$ cat config.mk
export PLATFORM = sky130hd
export DESIGN_NAME = rtc_alarm_and_trim
export DESIGN_NICKNAME = d
export VERILOG_FILES = /design/src/core/rtc_alarm_pkg.sv /design/src/core/rtc_alarm_and_trim.sv /design/src/core/alarm_value_store.sv
export SDC_FILE = /design/constraint.sdc
export NUM_CORES = 1
export LEC_CHECK = 0
export ABC_AREA = 1
export BUFFER_PORTS_ARGS = -buffer_cell sky130_fd_sc_hd__buf_2
export CAP_MARGIN = 20
export CORE_UTILIZATION = 53
export CTS_BUF_LIST = sky130_fd_sc_hd__clkbuf_8
export DETAILED_ROUTE_END_ITERATION = 10
export PLACE_DENSITY = 0.79
export SLEW_MARGIN = 5
export SYNTH_ARGS = -nofsm -noshare
export SYNTH_HDL_FRONTEND = slang
export SYNTH_SLANG_ARGS = --single-unit
$ cat constraint.sdc
create_clock -name clk -period 5.9 [get_ports clk]
set_input_delay 0.59 -clock clk [delete_from_list [all_inputs] [get_ports clk]]
set_output_delay 0.59 -clock clk [all_outputs]
set_load 0.005 [all_outputs]
$ cat src/core/rtc_alarm_pkg.sv
// constants, register map and types of the alarm and trim block
package rtc_alarm_pkg;

  // ***********************************
  // register map (byte addresses)
  // ***********************************
  localparam int unsigned ADDR_W = 8;
  localparam logic [7:0] OFS_ALARM_CFG  = 8'h00;
  localparam logic [7:0] OFS_VAL_HIGH   = 8'h04;
  localparam logic [7:0] OFS_VAL_LOW    = 8'h08;
  localparam logic [7:0] OFS_TRIM       = 8'h0c;
  localparam logic [7:0] OFS_IRQ_STATUS = 8'h10;
  localparam logic [7:0] OFS_IRQ_MASK   = 8'h14;
  localparam logic [7:0] OFS_STATUS     = 8'h18;

  // ***********************************
  // alarm_config_repeat fields
  // ***********************************
  localparam int unsigned CFG_EN_BIT    = 15;
  localparam int unsigned CFG_ENDLESS_REPEAT_BIT_BIT = 14;
  localparam int unsigned CFG_MASK_HI   = 13;
  localparam int unsigned CFG_MASK_LO   = 10;
  localparam int unsigned CFG_PTR_HI    = 9;
  localparam int unsigned CFG_PTR_LO    = 8;
  localparam int unsigned CFG_RPT_HI    = 7;
  localparam int unsigned CFG_RPT_LO    = 0;
  localparam logic [7:0] RPT_RESET      = 8'h00;
  localparam logic [7:0] RPT_WRAP       = 8'hff;
  localparam logic [1:0] PTR_RESET      = 2'h0;
  localparam logic [1:0] PTR_FLOOR      = 2'h0;

  // ***********************************
  // alarm value words, kept bits per word
  // ***********************************
  localparam int unsigned NUM_VAL_WORDS = 3;
  localparam logic [47:0] VAL_KEEP     = {16'h1f3f, 16'h073f, 16'h7f7f};
  localparam logic [15:0] VAL_RESET    = 16'h0000;

  // ***********************************
  // trim, status and interrupt bits
  // ***********************************
  localparam logic [7:0] TRIM_RESET   = 8'h00;
  localparam logic [1:0] TRIM_X4_ZERO = 2'b00;
  localparam logic [6:0] SEC_ZERO     = 7'h00;
  localparam int unsigned IRQ_ALARM_BIT = 0;
  localparam int unsigned ST_PULSE_BIT  = 0;
  localparam int unsigned ST_SYNC_BIT   = 1;
  localparam int unsigned ST_EN_BIT     = 2;

  typedef enum logic [3:0] {
    IV_HALF_SEC = 4'h0,
    IV_SECOND   = 4'h1,
    IV_TEN_SEC  = 4'h2,
    IV_MINUTE   = 4'h3,
    IV_TEN_MIN  = 4'h4,
    IV_HOUR     = 4'h5,
    IV_DAY      = 4'h6,
    IV_WEEK     = 4'h7,
    IV_MONTH    = 4'h8,
    IV_YEAR     = 4'h9
  } interval_t;

  typedef enum logic [2:0] {
    BUS_IDLE   = 3'b001,
    BUS_FETCH  = 3'b010,
    BUS_ANSWER = 3'b100
  } bus_state_t;

endpackage

$ cat src/core/rtc_alarm_and_trim.sv
// alarm compare, repeat, interrupt, pulse output and per-minute trim of the clock
//
// The register addresses and register access over APB were decided locally.
module rtc_alarm_and_trim (
  input  wire logic        clk,
  input  wire logic        rst,
  input  wire logic        psel,
  input  wire logic        penable,
  input  wire logic        pwrite,
  input  wire logic [7:0]  paddr,
  input  wire logic [31:0] pwdata,
  output logic      [31:0] prdata,
  output logic             pready,
  output logic             pslverr,
  input  wire logic        half_sec_tick,
  input  wire logic        sec_tick,
  input  wire logic        timer_on,
  input  wire logic        clock_sync_flag,
  input  wire logic [6:0]  cur_second,
  input  wire logic [6:0]  cur_minute,
  input  wire logic [5:0]  cur_hour,
  input  wire logic [2:0]  cur_weekday,
  input  wire logic [5:0]  cur_day,
  input  wire logic [4:0]  cur_month,
  output logic             irq,
  output logic             alarm_pulse,
  output logic signed [9:0] trim_count,
  output logic             trim_apply
);

  // ***********************************
  // state
  // ***********************************
  rtc_alarm_pkg::bus_state_t state_reg;
  rtc_alarm_pkg::bus_state_t state_next;
  rtc_alarm_pkg::interval_t  interval;
  logic        enable_reg;
  logic        endless_repeat_bit_reg;
  logic [3:0]  mask_reg;
  logic [1:0]  ptr_reg;
  logic [7:0]  rpt_reg;
  logic [7:0]  trim_reg;
  logic        status_reg;
  logic        status_next;
  logic        irq_mask_reg;
  logic        pulse_reg;
  logic [31:0] rdata_mux;
  logic        addr_ok;
  logic        commit;
  logic        wr_cfg;
  logic        acc_high;
  logic        wr_high;
  logic        wr_low;
  logic        rd_status;
  logic [15:0] mem_rdata;
  logic [47:0] words;
  logic [15:0] w_minsec;
  logic [15:0] w_wdhr;
  logic [15:0] w_mthdy;
  logic        m_sec_one;
  logic        m_sec_ten;
  logic        m_min_one;
  logic        m_min_ten;
  logic        m_hour;
  logic        m_wday;
  logic        m_day;
  logic        m_month;
  logic        match;
  logic        tick;
  logic        alarm_event;

  // ***********************************
  // bus decode
  // ***********************************
  // commit marks the access edge at which pready is high; every write and
  // every read side effect happens there and nowhere else
  assign commit    = (state_reg == rtc_alarm_pkg::BUS_ANSWER) && psel && penable;
  assign wr_cfg    = commit && pwrite && (paddr == rtc_alarm_pkg::OFS_ALARM_CFG);
  assign acc_high  = commit && (paddr == rtc_alarm_pkg::OFS_VAL_HIGH);
  assign wr_high   = acc_high && pwrite;
  assign wr_low    = commit && pwrite && (paddr == rtc_alarm_pkg::OFS_VAL_LOW);
  assign rd_status = commit && !pwrite && (paddr == rtc_alarm_pkg::OFS_IRQ_STATUS);

  always_comb begin
    addr_ok = 1'b1;
    case (paddr)
      rtc_alarm_pkg::OFS_ALARM_CFG,
      rtc_alarm_pkg::OFS_VAL_HIGH,
      rtc_alarm_pkg::OFS_VAL_LOW,
      rtc_alarm_pkg::OFS_TRIM,
      rtc_alarm_pkg::OFS_IRQ_STATUS,
      rtc_alarm_pkg::OFS_IRQ_MASK,
      rtc_alarm_pkg::OFS_STATUS: addr_ok = 1'b1;
      default:                   addr_ok = 1'b0;
    endcase
  end

  // read data, reserved bits zero
  always_comb begin
    rdata_mux = 32'h0000_0000;
    case (paddr)
      rtc_alarm_pkg::OFS_ALARM_CFG: begin
        rdata_mux[rtc_alarm_pkg::CFG_EN_BIT]    = enable_reg;
        rdata_mux[rtc_alarm_pkg::CFG_ENDLESS_REPEAT_BIT_BIT] = endless_repeat_bit_reg;
        rdata_mux[rtc_alarm_pkg::CFG_MASK_HI:rtc_alarm_pkg::CFG_MASK_LO] = mask_reg;
        rdata_mux[rtc_alarm_pkg::CFG_PTR_HI:rtc_alarm_pkg::CFG_PTR_LO]   = ptr_reg;
        rdata_mux[rtc_alarm_pkg::CFG_RPT_HI:rtc_alarm_pkg::CFG_RPT_LO]   = rpt_reg;
      end
      rtc_alarm_pkg::OFS_VAL_HIGH:   rdata_mux[7:0] = mem_rdata[15:8];
      rtc_alarm_pkg::OFS_VAL_LOW:    rdata_mux[7:0] = mem_rdata[7:0];
      rtc_alarm_pkg::OFS_TRIM:       rdata_mux[7:0] = trim_reg;
      rtc_alarm_pkg::OFS_IRQ_STATUS: rdata_mux[rtc_alarm_pkg::IRQ_ALARM_BIT] = status_reg;
      rtc_alarm_pkg::OFS_IRQ_MASK:   rdata_mux[rtc_alarm_pkg::IRQ_ALARM_BIT] = irq_mask_reg;
      rtc_alarm_pkg::OFS_STATUS: begin
        rdata_mux[rtc_alarm_pkg::ST_PULSE_BIT] = pulse_reg;
        rdata_mux[rtc_alarm_pkg::ST_SYNC_BIT]  = clock_sync_flag;
        rdata_mux[rtc_alarm_pkg::ST_EN_BIT]    = enable_reg;
      end
      default: rdata_mux = 32'h0000_0000;
    endcase
  end

  // ***********************************
  // bus handshake: setup, fetch, answer
  // ***********************************
  always_comb begin
    state_next = state_reg;
    case (state_reg)
      rtc_alarm_pkg::BUS_IDLE:   if (psel && !penable) state_next = rtc_alarm_pkg::BUS_FETCH;
      rtc_alarm_pkg::BUS_FETCH:  state_next = rtc_alarm_pkg::BUS_ANSWER;
      rtc_alarm_pkg::BUS_ANSWER: if (commit || !psel) state_next = rtc_alarm_pkg::BUS_IDLE;
      default:                   state_next = rtc_alarm_pkg::BUS_IDLE;
    endcase
  end

  always_ff @(posedge clk or posedge rst) begin
    if (rst)
      state_reg <= rtc_alarm_pkg::BUS_IDLE;
    else
      state_reg <= state_next;
  end

  // the answer is built in the fetch cycle, so read data never reflect a
  // write or a clear made by the same transfer
  always_ff @(posedge clk or posedge rst) begin
    if (rst) begin
      pready  <= 1'b0;
      pslverr <= 1'b0;
      prdata  <= 32'h0000_0000;
    end else if (state_reg == rtc_alarm_pkg::BUS_FETCH) begin
      pready  <= 1'b1;
      pslverr <= !addr_ok;
      prdata  <= pwrite ? 32'h0000_0000 : rdata_mux;
    end else begin
      pready  <= 1'b0;
      pslverr <= 1'b0;
    end
  end

  // ***********************************
  // alarm value words
  // ***********************************
  // pointer value 3 selects no word: it reads zero and drops writes
  alarm_value_store #(
    .WORDS     (rtc_alarm_pkg::NUM_VAL_WORDS),
    .KEEP      (rtc_alarm_pkg::VAL_KEEP)
  ) u_values (
    .clk       (clk),
    .rst       (rst),
    .wr_index  (ptr_reg),
    .wr_high   (wr_high),
    .wr_low    (wr_low),
    .wr_byte   (pwdata[7:0]),
    .rd_index  (ptr_reg),
    .rd_data   (mem_rdata),
    .all_words (words)
  );

  assign w_minsec = words[15:0];
  assign w_wdhr   = words[31:16];
  assign w_mthdy  = words[47:32];

  // pointer: loaded by config write, stepped down by high window access
  // the floor stops the step at word 0, so repeated high accesses stay there
  always_ff @(posedge clk or posedge rst) begin
    if (rst)
      ptr_reg <= rtc_alarm_pkg::PTR_RESET;
    else if (wr_cfg)
      ptr_reg <= pwdata[rtc_alarm_pkg::CFG_PTR_HI:rtc_alarm_pkg::CFG_PTR_LO];
    else if (acc_high && ptr_reg != rtc_alarm_pkg::PTR_FLOOR)
      ptr_reg <= ptr_reg - 2'h1;
  end

  // ***********************************
  // digit compare
  // ***********************************
  assign m_sec_one = cur_second[3:0] == w_minsec[3:0];
  assign m_sec_ten = cur_second[6:4] == w_minsec[6:4];
  assign m_min_one = cur_minute[3:0] == w_minsec[11:8];
  assign m_min_ten = cur_minute[6:4] == w_minsec[14:12];
  assign m_hour    = cur_hour    == w_wdhr[5:0];
  assign m_wday    = cur_weekday == w_wdhr[10:8];
  assign m_day     = cur_day     == w_mthdy[5:0];
  assign m_month   = cur_month   == w_mthdy[12:8];
  assign interval  = rtc_alarm_pkg::interval_t'(mask_reg);

  // month mode matches the day of the month, not the weekday; the year adds
  // the month; codes above yearly never match and so never raise an alarm
  always_comb begin
    match = 1'b0;
    case (interval)
      rtc_alarm_pkg::IV_HALF_SEC: match = 1'b1;
      rtc_alarm_pkg::IV_SECOND:   match = 1'b1;
      rtc_alarm_pkg::IV_TEN_SEC:  match = m_sec_one;
      rtc_alarm_pkg::IV_MINUTE:   match = m_sec_one && m_sec_ten;
      rtc_alarm_pkg::IV_TEN_MIN:  match = m_sec_one && m_sec_ten && m_min_one;
      rtc_alarm_pkg::IV_HOUR:     match = m_sec_one && m_sec_ten && m_min_one && m_min_ten;
      rtc_alarm_pkg::IV_DAY:
        match = m_sec_one && m_sec_ten && m_min_one && m_min_ten && m_hour;
      rtc_alarm_pkg::IV_WEEK:
        match = m_sec_one && m_sec_ten && m_min_one && m_min_ten && m_hour && m_wday;
      rtc_alarm_pkg::IV_MONTH:
        match = m_sec_one && m_sec_ten && m_min_one && m_min_ten && m_hour && m_day;
      rtc_alarm_pkg::IV_YEAR:
        match = m_sec_one && m_sec_ten && m_min_one && m_min_ten && m_hour && m_day
                && m_month;
      default: match = 1'b0;
    endcase
  end

  // half-second mode looks at every half tick, all others at whole seconds
  // an event needs the enable, so a finished sequence raises nothing more
  assign tick = (interval == rtc_alarm_pkg::IV_HALF_SEC) ? half_sec_tick : sec_tick;
  assign alarm_event = enable_reg && tick && match;

  // ***********************************
  // configuration and repeat
  // ***********************************
  // a config write in the same cycle as an event wins for the config fields;
  // the status bit and the pulse still take the event
  always_ff @(posedge clk or posedge rst) begin
    if (rst) begin
      enable_reg <= 1'b0;
      endless_repeat_bit_reg  <= 1'b0;
      mask_reg   <= 4'h0;
      rpt_reg    <= rtc_alarm_pkg::RPT_RESET;
    end else if (wr_cfg) begin
      enable_reg <= pwdata[rtc_alarm_pkg::CFG_EN_BIT];
      endless_repeat_bit_reg  <= pwdata[rtc_alarm_pkg::CFG_ENDLESS_REPEAT_BIT_BIT];
      mask_reg   <= pwdata[rtc_alarm_pkg::CFG_MASK_HI:rtc_alarm_pkg::CFG_MASK_LO];
      rpt_reg    <= pwdata[rtc_alarm_pkg::CFG_RPT_HI:rtc_alarm_pkg::CFG_RPT_LO];
    end else if (alarm_event) begin
      if (rpt_reg != rtc_alarm_pkg::RPT_RESET)
        rpt_reg <= rpt_reg - 8'h01;
      else if (endless_repeat_bit_reg)
        rpt_reg <= rtc_alarm_pkg::RPT_WRAP;
      else
        enable_reg <= 1'b0;
    end
  end

  // ***********************************
  // interrupt and pulse
  // ***********************************
  // a read clears only the bit it returned; a new event wins
  // an event that lands after the fetch is kept for the next read
  assign status_next = (status_reg && !(rd_status && prdata[rtc_alarm_pkg::IRQ_ALARM_BIT]))
                       || alarm_event;

  always_ff @(posedge clk or posedge rst) begin
    if (rst)
      status_reg <= 1'b0;
    else
      status_reg <= status_next;
  end

  always_ff @(posedge clk or posedge rst) begin
    if (rst)
      irq_mask_reg <= 1'b0;
    else if (commit && pwrite && paddr == rtc_alarm_pkg::OFS_IRQ_MASK)
      irq_mask_reg <= pwdata[rtc_alarm_pkg::IRQ_ALARM_BIT];
  end

  // level interrupt, one cycle behind the status bit and the mask
  always_ff @(posedge clk or posedge rst) begin
    if (rst)
      irq <= 1'b0;
    else
      irq <= status_reg && irq_mask_reg;
  end

  // one edge per event, so the pulse runs at half the alarm rate
  always_ff @(posedge clk or posedge rst) begin
    if (rst)
      pulse_reg <= 1'b0;
    else if (alarm_event)
      pulse_reg <= !pulse_reg;
  end

  assign alarm_pulse = pulse_reg;

  // ***********************************
  // trim
  // ***********************************
  // a trim change reaches the timer two cycles after the write; a write during a
  // minute boundary could split one correction; trim writes have no window and are taken at any time
  always_ff @(posedge clk or posedge rst) begin
    if (rst)
      trim_reg <= rtc_alarm_pkg::TRIM_RESET;
    else if (commit && pwrite && paddr == rtc_alarm_pkg::OFS_TRIM)
      trim_reg <= pwdata[7:0];
  end

  // signed count times four; negative removes pulses, positive adds them
  // trim_apply marks second zero of each minute while the timer runs
  always_ff @(posedge clk or posedge rst) begin
    if (rst) begin
      trim_count <= 10'sh000;
      trim_apply <= 1'b0;
    end else begin
      trim_count <= {trim_reg, rtc_alarm_pkg::TRIM_X4_ZERO};
      trim_apply <= timer_on && sec_tick && (cur_second == rtc_alarm_pkg::SEC_ZERO);
    end
  end

endmodule // rtc_alarm_and_trim

$ cat src/core/alarm_value_store.sv
// alarm value words with byte writes and a registered read port
module alarm_value_store #(
  parameter int unsigned            WORDS = rtc_alarm_pkg::NUM_VAL_WORDS,
  parameter logic [WORDS*16-1:0]    KEEP  = rtc_alarm_pkg::VAL_KEEP
) (
  input  wire logic                 clk,
  input  wire logic                 rst,
  input  wire logic [1:0]           wr_index,
  input  wire logic                 wr_high,
  input  wire logic                 wr_low,
  input  wire logic [7:0]           wr_byte,
  input  wire logic [1:0]           rd_index,
  output logic      [15:0]          rd_data,
  output logic      [WORDS*16-1:0]  all_words
);

  // ***********************************
  // storage
  // ***********************************
  genvar g;
  generate
    for (g = 0; g < WORDS; g++) begin : g_word
      always_ff @(posedge clk or posedge rst) begin
        if (rst) begin
          all_words[g*16 +: 16] <= rtc_alarm_pkg::VAL_RESET;
        end else if (wr_index == 2'(g)) begin
          if (wr_high)
            all_words[g*16+8 +: 8] <= wr_byte & KEEP[g*16+8 +: 8];
          if (wr_low)
            all_words[g*16 +: 8] <= wr_byte & KEEP[g*16 +: 8];
        end
      end
    end
  endgenerate

  // ***********************************
  // registered read, unused index reads zero
  // ***********************************
  always_ff @(posedge clk or posedge rst) begin
    if (rst)
      rd_data <= 16'h0000;
    else if (32'(rd_index) < WORDS)
      rd_data <= all_words[rd_index*16 +: 16];
    else
      rd_data <= 16'h0000;
  end

endmodule // alarm_value_store

==> run summary <==
Area after DPL: 5930 um^2
Routed Antenna Nets: 0
Design area: 6120 um^2
Leak: 3.13 nW
TritonCTS Sinks: 106
Area Overhead vs Synth: 12.5%
Final setup TNS: 0 ns
Fraction of layout cells with a size suffix above 1: 19.3%
TritonCTS clock tree: built
Vias in the first global route: 4390
Die Y: 103 um
Antenna violations before repair: 0
Diode count: 0
Warnings from Yosys: 0
Remaining DRCs: 0
Switching power: 0.000341 W
Top cell type's share of synthesized area: 48.3%
Post-synthesis sequential area ratio: 48.8%
Post-CTS Setup Bufs: 0
Final nets: 831
Pwr Density: 213 nW/um^2
Fmax: 422 MHz
Regs by FF count: u_values.all_words: 34 flops, prdata: 16 flops, u_values.rd_data: 14 flops
Root Buffer: clkbuf_8
Starting density of the core: 55.1%
Rel. slew slack: 44.8%
Core area: 9860 um^2
Flop pwr share: 57.9%
Most common cell in the netlist: nand2_1
Final GP Congestion: 0.921
Fill cells: 857
Main area contributors after synthesis: dfrtp_1 (48%), nand2_1 (12%), inv_1 (5.5%)
Rows: 36
Switching Share: 26.2%
Worst-Margin Slew: 0.828 ns
Largest net degree at the start of global routing: 68
Fin Clk Skew: 0.0216 ns
Status: finished clean
Crit-path most repeated cell: o21ai_0
Slew Limit Fails: 0
Worst Path Required: 6.19 ns
H-tree depth: 3
Synth area leader: dfrtp_1
Design Power: 0.00130 W
Syn avg cell area: 8.35 um^2
CP Class: flip-flop to flip-flop
Clk_lat worst skew: 0.38 ns
Tcrit/Tclk final: 40.1%
Num CTS Buffers: 9
VDD IR max: 0.175 mV
Overflow after GRT: 0
Worst hold path type: input port to async pin
Setup ws final: 3.53 ns
Post-Syn Instances: 651
Post-synth ARST share: 100%
Register Area: 2650 um^2
Critical-path cell list: clkinv_1 > ha_1 > or3b_2 > o21ai_0 > o21ai_0 > o21ai_0
Crit-path max cell delay: 0.71 ns
Mapped Area: 5440 um^2
Vias per cell: 5.29
Crit-path max FO: 17
Critical Path AT: 2.66 ns
Post-synth EDFFs: 0
Total GRT Usage: 26.6%
Dpl ws: 3.43 ns
Die W: 103 um
CTS resizes: 0
Clock Power Share: 33.1%
Hold Buf Count CTS: 0
Setup crit end kind: flip-flop
Internal power: 0.000960 W
Slowest cell on the critical path: dfrtp_1
Setup crit start kind: flip-flop
Final wirelength: 13.4 mm
Final Hold Fails: 0
Flops & latches, synth: 106
Top cell types by occurrence after synthesis: nand2_1 (181), dfrtp_1 (105), inv_1 (80)
Drt wl/cell: 15.3 um
Fin crit period: 2.37 ns
Max Cap Viol: 0
Layout Utilization: 62.0%
Top reg by flops: u_values.all_words
Logic pwr share: 9.0%
Iter 0 DRT Violations: 249
HPWL after DPL: 10.1 mm
Area occupied by multi-input gates: 2310 um^2
Setup violations, final: 0
I/O Buffers: 95
Die area: 10700 um^2
Via Count: 4655
Unique masters post-synth: 46
Flip-flop count of the largest register after layout: 34
IO Count: 130
Register clock-pin slew on the reported worst setup and hold paths: 0.10 ns
Clock Path Buffers: 2
1st-pass router iterations: 5
RSZ-0062 raised after global routing: no
Global-route wire length before repair: 21.1 mm
Most used DFF post-synth: dfrtp_1
## worst paths after layout
| check | to | cells after the start | slack [ns] | from |
|---|---|---|---|---|
| min in group clk | trim_count[9] | 0 | 0.38 | trim_reg[7] |
| worst min-delay path | trim_count[2] | 2 | 0.23 | rst |
| worst min register to register | trim_count[9] | 0 | 0.38 | trim_reg[7] |
| worst max-delay path | ptr_reg[1] | 6 | 3.53 | ptr_reg[0] |
| worst max register to register | ptr_reg[1] | 6 | 3.53 | ptr_reg[0] |
| max in group asynchronous | ptr_reg[1] | 3 | 4.46 | rst |
## worst max-delay path: cells and delay by family, from the launching register on
kind	cells	cell delay (ns)
adders and majority gates	1	0.35
DFF	1	0.71
buffers and inverters	1	0.43
and+or+nand+nor	1	0.48
AOI/OAI and AO/OA	3	0.31
## power by group through the flow
stage	Combinational (W)	Sequential (W)	Clock, W
floorplan	0.0000622	0.000769	0
global route	0.000135	0.000756	0.000464
finish	0.000117	0.000754	0.000431
CTS	0.000118	0.000754	0.000435
detailed placement	0.000118	0.000768	0
global placement	0.000115	0.000767	0
## final cells by class
cell class	instances	area share (%)
clock buffers	10	2.25
multi-input cells	445	37.8
well taps	133	2.72
clock inverters	6	0.797
repair buffers	96	7.89
inverters	84	5.19
flip-flops and latches	106	43.4
## per-layer routing
metal	global-route usage, %	part of all wire (%)	up-vias
met2	46.4	49	202
li1	-	-	2245
met4	10.6	2.8	0
met1	32.1	41	2174
met5	0	0	-
met3	5.85	6.9	34
## cell families after synthesis
family / Yosys count / share of synthesized area, %
other: 1 / 0.0689
buffers and inverters: 117 / 9.85
XOR/XNOR: 22 / 3.54
AND/OR/NAND/NOR: 280 / 22.5
flip-flops: 106 / 48.8
AO/OA/AOI/OAI: 119 / 13.8
adder cells (fa/ha/maj): 6 / 1.38
## stage by stage
step	hold WS, ns	cells
3_3_place_gp	0.364	864
2_1_floorplan	0.354	668
5_1_grt	0.276	880
6_report	0.233	880
4_1_cts	0.249	880
3_5_place_dp	0.362	864
## placed cells by master (no fill, tap or decap), drive strengths merged, types with 10 or more instances in the layout
cell type  count
dfrtp        105
inv           85
buf           96
o21ai         75
o22ai         13
clkbuf        10
nor2          45
conb          18
xnor2         15
nand3         33
nand2        184
Power figures use the tool's default switching activity.
